--- src/nhisp_pkg.sv ---
// constants and types of the host serial slave port
//
// Contract
// device is only ever a slave on the two-wire bus, up to 3.4 MBaud; at the 10 MHz sys clock the port cannot follow 3.4 MBaud.
// standard 100 kHz, fast 400 kHz and high-speed 3.4 MHz clock classes; the 10 MHz sys clock is too slow for the 3.4 MHz class.
// in standby, only a transaction carrying our own address wakes the port.
// dedicated host attention output for flow control, active level selectable.
// device may hold clock low to pause; master waits until released.
// no general call, no 10-bit addressing, no fast-mode-plus.
// seven-bit slave addresses only, followed by a direction bit.
// address is 0,1,0,1,0, select bit1, select bit0, then direction.
// own shift register, bit timing and address compare, no processor help.
// configured as host link, four shared pins become select, clock, data.
// acknowledge only a matching address; leave data released otherwise.
package nhisp_pkg;

  localparam int SYS_CLK_HZ = 10_000_000;
  localparam int MAX_BAUD = 3_400_000;
  localparam int STD_SCL_HZ = 100_000;
  localparam int FAST_SCL_HZ = 400_000;
  localparam int HS_SCL_HZ = 3_400_000;
  // sys clocks per high-speed clock period, rounded down
  localparam int HS_PERIOD_CYC = SYS_CLK_HZ / HS_SCL_HZ;

  localparam int SYNC_STAGES = 3;
  localparam int BYTE_BITS = 8;
  localparam int FIFO_DEPTH = 4;

  localparam logic [4:0] ADDR_HEADER = 5'h0A;
  localparam logic [3:0] LAST_BIT = 4'h7;
  localparam logic [3:0] FULL_BYTE = 4'h8;
  localparam logic [2:0] SYNC_RESET = 3'h7;

  typedef enum logic [3:0] {
    NHISP_IDLE,
    NHISP_ADDR,
    NHISP_ADDR_ACK,
    NHISP_RX,
    NHISP_RX_FULL,
    NHISP_RX_ACK,
    NHISP_TX_LOAD,
    NHISP_TX,
    NHISP_TX_ACK,
    NHISP_TX_NEXT
  } nhisp_state_t;

  function automatic logic [6:0] nhisp_own_addr(input logic sel1, input logic sel0);
    nhisp_own_addr = {ADDR_HEADER, sel1, sel0};
  endfunction

endpackage

--- src/nhisp_fifo.sv ---
// small synchronous fifo with valid/ready on both sides
`timescale 1ns/1ps
`default_nettype none
module nhisp_fifo
  import nhisp_pkg::*;
#(
  parameter int WIDTH = BYTE_BITS,
  parameter int DEPTH = FIFO_DEPTH
) (
  // clock and reset
  input wire logic i_sys_clk,
  input wire logic i_rst,
  // fill side
  input wire logic i_in_valid,
  input wire logic [WIDTH-1:0] i_in_data,
  output logic o_in_ready,
  // drain side
  output logic o_out_valid,
  output logic [WIDTH-1:0] o_out_data,
  input wire logic i_out_ready
);
  localparam int AW = $clog2(DEPTH);
  localparam int CW = $clog2(DEPTH + 1);

  typedef struct packed {
    logic [DEPTH-1:0][WIDTH-1:0] mem;
    logic [AW-1:0] wr;
    logic [AW-1:0] rd;
    logic [CW-1:0] cnt;
  } nhisp_fifo_st_t;

  nhisp_fifo_st_t st_reg;
  nhisp_fifo_st_t st_next;
  logic push;
  logic pop;

  assign o_in_ready = st_reg.cnt != CW'(DEPTH);
  assign o_out_valid = st_reg.cnt != '0;
  assign o_out_data = st_reg.mem[st_reg.rd];
  assign push = i_in_valid && o_in_ready;
  assign pop = o_out_valid && i_out_ready;

  always_comb begin
    st_next = st_reg;
    if (push) begin
      st_next.mem[st_reg.wr] = i_in_data;
      st_next.wr = (st_reg.wr == AW'(DEPTH - 1)) ? '0 : st_reg.wr + 1'b1;
    end
    if (pop) begin
      st_next.rd = (st_reg.rd == AW'(DEPTH - 1)) ? '0 : st_reg.rd + 1'b1;
    end
    if (push && !pop) begin
      st_next.cnt = st_reg.cnt + 1'b1;
    end else if (pop && !push) begin
      st_next.cnt = st_reg.cnt - 1'b1;
    end
  end

  always_ff @(posedge i_sys_clk or posedge i_rst) begin
    if (i_rst) begin
      st_reg <= '0;
    end else begin
      st_reg <= st_next;
    end
  end
endmodule
`default_nettype wire

--- src/nhisp_port.sv ---
// host serial slave port: bus engine, receive fifo, attention line
`timescale 1ns/1ps
`default_nettype none
module nhisp_port
  import nhisp_pkg::*;
(
  // clock and reset
  input wire logic i_sys_clk,
  input wire logic i_rst,
  // configuration
  input wire logic i_link_select,
  input wire logic i_attn_active_high,
  input wire logic i_standby,
  // shared pins in serial-bus use
  input wire logic i_addr_select_bit0_pin,
  input wire logic i_addr_select_bit1_pin,
  input wire logic i_serial_clock_pin,
  output logic o_serial_clock_pin,
  output logic o_serial_clock_pin_oe_n,
  input wire logic i_serial_data_pin,
  output logic o_serial_data_pin,
  output logic o_serial_data_pin_oe_n,
  // bytes received from the host
  output logic o_rx_valid,
  output logic [BYTE_BITS-1:0] o_rx_data,
  input wire logic i_rx_ready,
  // bytes to send to the host
  input wire logic i_tx_valid,
  input wire logic [BYTE_BITS-1:0] i_tx_data,
  output logic o_tx_ready,
  // status
  output logic o_host_attention,
  output logic o_wake,
  output logic o_busy
);

  typedef struct packed {
    logic [SYNC_STAGES-1:0] scl_sy;
    logic [SYNC_STAGES-1:0] sda_sy;
    logic [SYNC_STAGES-1:0] a0_sy;
    logic [SYNC_STAGES-1:0] a1_sy;
    logic scl;
    logic sda;
    logic a0;
    logic a1;
    nhisp_state_t state;
    logic [BYTE_BITS-1:0] shreg;
    logic [3:0] bitcnt;
    logic sda_low;
    logic scl_low;
    logic push;
    logic wake;
    logic attn;
  } nhisp_st_t;

  nhisp_st_t st_reg;
  nhisp_st_t st_next;
  logic scl_rise;
  logic scl_fall;
  logic start_det;
  logic stop_det;
  logic fifo_in_ready;
  logic addr_match;
  logic sda_new;
  logic scl_new;

  // filtered levels: a change counts once second and third stage agree
  assign scl_new = (st_reg.scl_sy[1] == st_reg.scl_sy[2]) ? st_reg.scl_sy[2] : st_reg.scl;
  assign sda_new = (st_reg.sda_sy[1] == st_reg.sda_sy[2]) ? st_reg.sda_sy[2] : st_reg.sda;
  assign scl_rise = scl_new && !st_reg.scl;
  assign scl_fall = !scl_new && st_reg.scl;
  assign start_det = st_reg.scl && scl_new && st_reg.sda && !sda_new;
  assign stop_det = st_reg.scl && scl_new && !st_reg.sda && sda_new;

  // only 01010 + select pins match; general call and 10-bit headers never do
  assign addr_match = st_reg.shreg[7:1] == nhisp_own_addr(st_reg.a1, st_reg.a0);

  assign o_tx_ready = st_reg.state == NHISP_TX_LOAD && scl_new == 1'b0;

  // open-drain pins: only ever pull low, enable active low
  assign o_serial_clock_pin = 1'b0;
  assign o_serial_clock_pin_oe_n = !st_reg.scl_low;
  assign o_serial_data_pin = 1'b0;
  assign o_serial_data_pin_oe_n = !st_reg.sda_low;
  assign o_host_attention = st_reg.attn;
  assign o_wake = st_reg.wake;
  assign o_busy = st_reg.state != NHISP_IDLE;

  nhisp_fifo #(
    .WIDTH(BYTE_BITS),
    .DEPTH(FIFO_DEPTH)
  ) u_rx_fifo (
    .i_sys_clk(i_sys_clk),
    .i_rst(i_rst),
    .i_in_valid(st_reg.push),
    .i_in_data(st_reg.shreg),
    .o_in_ready(fifo_in_ready),
    .o_out_valid(o_rx_valid),
    .o_out_data(o_rx_data),
    .i_out_ready(i_rx_ready)
  );

  always_comb begin
    st_next = st_reg;
    st_next.push = 1'b0;
    st_next.wake = 1'b0;
    st_next.scl_sy = {st_reg.scl_sy[1:0], i_serial_clock_pin};
    st_next.sda_sy = {st_reg.sda_sy[1:0], i_serial_data_pin};
    st_next.a0_sy = {st_reg.a0_sy[1:0], i_addr_select_bit0_pin};
    st_next.a1_sy = {st_reg.a1_sy[1:0], i_addr_select_bit1_pin};
    st_next.scl = scl_new;
    st_next.sda = sda_new;
    if (st_reg.a0_sy[1] == st_reg.a0_sy[2]) begin
      st_next.a0 = st_reg.a0_sy[2];
    end
    if (st_reg.a1_sy[1] == st_reg.a1_sy[2]) begin
      st_next.a1 = st_reg.a1_sy[2];
    end
    // attention: data waiting for the host, polarity chosen by config
    st_next.attn = !(i_tx_valid ^ i_attn_active_high);

    unique case (st_reg.state)
      NHISP_IDLE: begin
        st_next.sda_low = 1'b0;
        st_next.scl_low = 1'b0;
      end
      NHISP_ADDR: begin
        if (scl_rise) begin
          st_next.shreg = {st_reg.shreg[6:0], sda_new};
          st_next.bitcnt = st_reg.bitcnt + 1'b1;
        end else if (scl_fall && st_reg.bitcnt == FULL_BYTE) begin
          if (addr_match) begin
            st_next.sda_low = 1'b1;
            st_next.wake = i_standby;
            st_next.state = NHISP_ADDR_ACK;
          end else begin
            st_next.state = NHISP_IDLE;
          end
        end
      end
      NHISP_ADDR_ACK: begin
        if (scl_fall) begin
          st_next.sda_low = 1'b0;
          st_next.bitcnt = '0;
          st_next.scl_low = st_reg.shreg[0];
          st_next.state = st_reg.shreg[0] ? NHISP_TX_LOAD : NHISP_RX;
        end
      end
      NHISP_RX: begin
        if (scl_rise) begin
          st_next.shreg = {st_reg.shreg[6:0], sda_new};
          st_next.bitcnt = st_reg.bitcnt + 1'b1;
        end else if (scl_fall && st_reg.bitcnt == FULL_BYTE) begin
          if (fifo_in_ready) begin
            st_next.push = 1'b1;
            st_next.sda_low = 1'b1;
            st_next.state = NHISP_RX_ACK;
          end else begin
            // fifo full: hold the clock low until room appears
            st_next.scl_low = 1'b1;
            st_next.state = NHISP_RX_FULL;
          end
        end
      end
      NHISP_RX_FULL: begin
        if (fifo_in_ready) begin
          st_next.push = 1'b1;
          st_next.sda_low = 1'b1;
          st_next.scl_low = 1'b0;
          st_next.state = NHISP_RX_ACK;
        end
      end
      NHISP_RX_ACK: begin
        if (scl_fall) begin
          st_next.sda_low = 1'b0;
          st_next.bitcnt = '0;
          st_next.state = NHISP_RX;
        end
      end
      NHISP_TX_LOAD: begin
        // clock held low until a byte is on offer
        st_next.scl_low = 1'b1;
        if (i_tx_valid && !scl_new) begin
          st_next.shreg = i_tx_data;
          st_next.sda_low = !i_tx_data[7];
          st_next.scl_low = 1'b0;
          st_next.bitcnt = '0;
          st_next.state = NHISP_TX;
        end
      end
      NHISP_TX: begin
        if (scl_fall) begin
          if (st_reg.bitcnt == LAST_BIT) begin
            st_next.sda_low = 1'b0;
            st_next.state = NHISP_TX_ACK;
          end else begin
            st_next.shreg = {st_reg.shreg[6:0], 1'b0};
            st_next.sda_low = !st_reg.shreg[6];
            st_next.bitcnt = st_reg.bitcnt + 1'b1;
          end
        end
      end
      NHISP_TX_ACK: begin
        if (scl_rise) begin
          // master nack ends the read; wait for stop or start
          st_next.state = sda_new ? NHISP_IDLE : NHISP_TX_NEXT;
        end
      end
      NHISP_TX_NEXT: begin
        if (scl_fall) begin
          st_next.scl_low = 1'b1;
          st_next.state = NHISP_TX_LOAD;
        end
      end
    endcase

    // bus conditions override any phase; device never originates them
    if (start_det) begin
      st_next.state = NHISP_ADDR;
      st_next.bitcnt = '0;
      st_next.sda_low = 1'b0;
      st_next.scl_low = 1'b0;
      st_next.push = 1'b0;
    end else if (stop_det) begin
      st_next.state = NHISP_IDLE;
      st_next.sda_low = 1'b0;
      st_next.scl_low = 1'b0;
      st_next.push = 1'b0;
    end

    // pins not given to the serial bus: port stays silent
    if (!i_link_select) begin
      st_next.state = NHISP_IDLE;
      st_next.sda_low = 1'b0;
      st_next.scl_low = 1'b0;
      st_next.push = 1'b0;
      st_next.wake = 1'b0;
    end
  end

  always_ff @(posedge i_sys_clk or posedge i_rst) begin
    if (i_rst) begin
      st_reg <= '0;
      st_reg.scl_sy <= SYNC_RESET;
      st_reg.sda_sy <= SYNC_RESET;
      st_reg.scl <= 1'b1;
      st_reg.sda <= 1'b1;
      st_reg.state <= NHISP_IDLE;
    end else begin
      st_reg <= st_next;
    end
  end

  // bit rate cap: sampled at 10 MHz, each clock phase must last two sys
  // clocks after the three-stage filter; true 3.4 MHz timing needs a
  // faster system clock than this one
endmodule
`default_nettype wire

--- config.mk ---
export PLATFORM = sky130hd
export DESIGN_NAME = nhisp_port
export DESIGN_NICKNAME = d
export VERILOG_FILES = /design/src/nhisp_pkg.sv /design/src/nhisp_fifo.sv /design/src/nhisp_port.sv
export SDC_FILE = /design/constraint.sdc
export NUM_CORES = 1
export LEC_CHECK = 0
export BUFFER_PORTS_ARGS = -buffer_cell sky130_fd_sc_hd__buf_2
export CORE_MARGIN = 8
export CORE_UTILIZATION = 55
export CTS_BUF_LIST = sky130_fd_sc_hd__clkbuf_4 sky130_fd_sc_hd__clkbuf_8
export CTS_CLUSTER_SIZE = 12
export DETAILED_ROUTE_END_ITERATION = 6
export GPL_TIMING_DRIVEN = 0
export PLACE_DENSITY = 0.81
export SLEW_MARGIN = 15
export SYNTH_ARGS = -nofsm -noshare
export SYNTH_HDL_FRONTEND = slang
export SYNTH_SLANG_ARGS = --single-unit
--- constraint.sdc ---
create_clock -name i_sys_clk -period 4.9 [get_ports i_sys_clk]
set_input_delay 0.245 -clock i_sys_clk [delete_from_list [all_inputs] [get_ports i_sys_clk]]
set_output_delay 0.245 -clock i_sys_clk [all_outputs]
set_load 0.1 [all_outputs]
==> impl_metrics.env <==
export IMPL_status="finished, final reports clean"
export IMPL_vias_per_cell=5.744
export IMPL_numPortBuffers=33
export IMPL_placed_cells=479
export IMPL_period_share_pct=55.86
export IMPL_detail_route_wl_per_cell_um=17.66
export IMPL_worst_slew_pin_transition_ns=0.9390
export IMPL_ctsHoldBuffers=5
export IMPL_setup_viol=0
export IMPL_required_ns=5.14
export IMPL_ys_warn_count=0
export IMPL_gp_congestion=0.9793
export IMPL_io_pins=36
export IMPL_num_fill_cells=579
export IMPL_grt_busiest_layer="met2"
export IMPL_final_antenna_net_count=0
export IMPL_fin_cells=500
export IMPL_synth_seq_cells=76
export IMPL_clockBufferDepth=2
export IMPL_drtIter0Drc=163
export IMPL_dieArea_sq_um=10260
export IMPL_power_density_nw_per_um2=273.1
export IMPL_grt_pass1_vias=3022
export IMPL_path_delay_family="simple AND/OR/NAND/NOR gates"
export IMPL_cap_violations=0
export IMPL_die_h_um=101.3
export IMPL_synth_cells=345
export IMPL_cp_arrival_ns=2.98
export IMPL_dp_hpwl_um=6504
export IMPL_ys_types=73
export IMPL_cts_tree="done"
export IMPL_numClockSinks=76
export IMPL_area_delta_synth_final_pct=14.95
export IMPL_grt_use_total_pct=18.76
export IMPL_max_slew_margin_pct=37.26
export IMPL_drt_wl_total_um=8832
export IMPL_synth_area_sq_um=4001
export IMPL_endpoint_kind="flop"
export IMPL_grt_max_degree=50
export IMPL_row_count=31
export IMPL_critPathSlowestCell="nor3b_1"
export IMPL_hold_viol=0
export IMPL_crit_chain="nor3b_1 > nor2b_1 > clkbuf_1 > ha_1 > inv_1 > fa_1 > mux2_2"
export IMPL_critPathMaxFanout=9
export IMPL_core_area_sq_um=7137
export IMPL_finClkSkew_ns=0.009217
export IMPL_tns_ns=0
export IMPL_antenna_cells=0
export IMPL_worstSetupPathType="reg2reg"
export IMPL_leakage_nw=2.087
export IMPL_multi_input_area_sq_um=1913
export IMPL_fmax_mhz=365.4
export IMPL_clk_latency_ns=0.36
export IMPL_largest_reg_flops=39
export IMPL_fin_crit_ns=2.737
export IMPL_post_cts_buffers=0
export IMPL_die_w_um=101.3
export IMPL_vias=2872
export IMPL_use_met1_pct=21.61
export IMPL_regArea_sq_um=1912
export IMPL_antenna_found_initial=0
export IMPL_grt_pass1_wl_um=14750
export IMPL_cts_resized=0
export IMPL_synth_edf_count=0
export IMPL_mostFrequentLayoutCell="dfrtp_1"
export IMPL_async_flop_share_pct=100.0
export IMPL_cts_root_buf="clkbuf_8"
export IMPL_met3_usage_pct=5.567
export IMPL_drtPass1Iterations=4
export IMPL_rsz0062_at_grt="no"
export IMPL_fin_nets=424
export IMPL_grt_overflow=0
export IMPL_ys_flop_type="dfrtp_1"
export IMPL_htreeDepth=3
export IMPL_final_cell_mix="dfrtp_1, mux2_2, buf_2, nand2_1, o21ai_0"
export IMPL_drive_gt1_share_pct=31.67
export IMPL_slew_violations=0
export IMPL_vdd_drop_max_v=0.0001349
export IMPL_cts_made_buffers=9
export IMPL_critPathLaunchType="flop"
export IMPL_hold_path_class="in2reg"
export IMPL_use_met2_pct=31.98
export IMPL_fin_util_pct=64.45
export IMPL_slowest_delay_ns=0.80
export IMPL_clk_pin_slew_worst_paths_ns=0.08
export IMPL_yosysSeqAreaShare_pct=47.78
export IMPL_syn_avg_cell_area_sq_um=11.60
export IMPL_drc_errors=0
export IMPL_initial_core_util_pct=56.07
export IMPL_path_buf_inv=2
layer usage:
metal,part of all wire (%),vias to the layer above
met1,40,1419
met5,0,-
met2,53,81
met4,1.6,0
li1,-,1357
met3,5.4,15
worst register-to-register path, stage by stage, from the launching register on:
cell and delay (ns):
dfrtp_1 0.45, nor3b_1 0.80, nor2b_1 0.11, clkbuf_1 0.23, ha_1 0.26, inv_1 0.08, fa_1 0.42, mux2_2 0.27
report_power, final:
| part | switching, mW | internal [mW] |
|---|---|---|
| combinational | 0.0468 | 0.0257 |
| clock | 0.236 | 0.300 |
| sequential | 0.00725 | 0.640 |
synth_stat cells (all sizes together), types with 2 or more instances:
library cell,count,area share (%)
dfrtp,68,43
mux2,38,11
nand2,34,3.2
o21ai,21,2.9
inv,13,1.2
nor2,13,1.2
buf,11,2.5
a21oi,8,1.0
clkbuf,8,0.78
dfstp,8,5.3
ha,8,2.5
mux4,8,4.5
a2bb2oi,7,1.5
nand2b,6,0.94
nor2b,6,0.94
nor3,5,0.63
or3b,5,1.2
a31oi,4,0.63
maj3,4,1.0
nor3b,4,0.75
xor2,4,0.88
a211oi,3,0.69
and3b,3,0.69
nand3,3,0.38
nand4,3,0.84
nor4,3,0.47
o21a,3,0.56
o22ai,3,0.47
or3,3,0.47
xnor2,3,0.66
mux2i,2,0.50
nand3b,2,0.38
o2111ai,2,0.59
cell type report:
class / instances / share of cell area, %
clock inverter: 6 / 1.904
multi-input combinational: 238 / 41.59
tap: 99 / 2.693
sequential: 76 / 41.57
timing repair buffer: 39 / 5.277
clock buffer: 10 / 2.992
buffer: 19 / 2.856
inverter: 13 / 1.115
worst paths after layout:
kind / startpoint / to / slack [ns] / depth (start not counted)
setup / recovery: u_rx_fifo.st_reg[0]$_DFFE_PP0P_ / u_rx_fifo.st_reg[1]$_DFFE_PP0P_ / 2.16 / 7
hold / removal: i_attn_active_high / o_host_attention$_DFF_PP0_ / 0.06 / 2
setup reg to reg: u_rx_fifo.st_reg[0]$_DFFE_PP0P_ / u_rx_fifo.st_reg[1]$_DFFE_PP0P_ / 2.16 / 7
hold reg to reg: st_next[29]$_DFF_PP0_ / st_next[30]$_DFF_PP0_ / 0.35 / 0
max in group asynchronous: i_rst / u_rx_fifo.st_reg[29]$_DFFE_PP0P_ / 3.93 / 4
min in group asynchronous: i_rst / st_reg[27]$_DFF_PP0_ / 0.43 / 3
through the flow:
step / hold slack [ns] / total power [mW] / setup WS (ns) / cell area (sq um)
floorplan: 0.2495 / 0.7060 / 2.359 / 4005
global placement: 0.3329 / 0.7258 / 1.923 / 4294
detailed placement: 0.2536 / 0.7300 / 2.241 / 4324
CTS: 0.04197 / 1.269 / 2.178 / 4599
global route: 0.05913 / 1.308 / 1.990 / 4599
finish: 0.06000 / 1.256 / 2.163 / 4599
cell families after synthesis:
kind of cell               Yosys count  synth area share (%)
AOI/OAI and AO/OA                   69                 12.51
xor gates and xnor gates             7                 1.532
adders and majority gates           13                 4.003
buffers and inverters               32                 4.503
DFF                                 76                 47.78
muxes                               48                 15.70
other                                1               0.09372
and+or+nand+nor                     99                 13.88
Note: power is estimated with default switching activity, not from simulation.
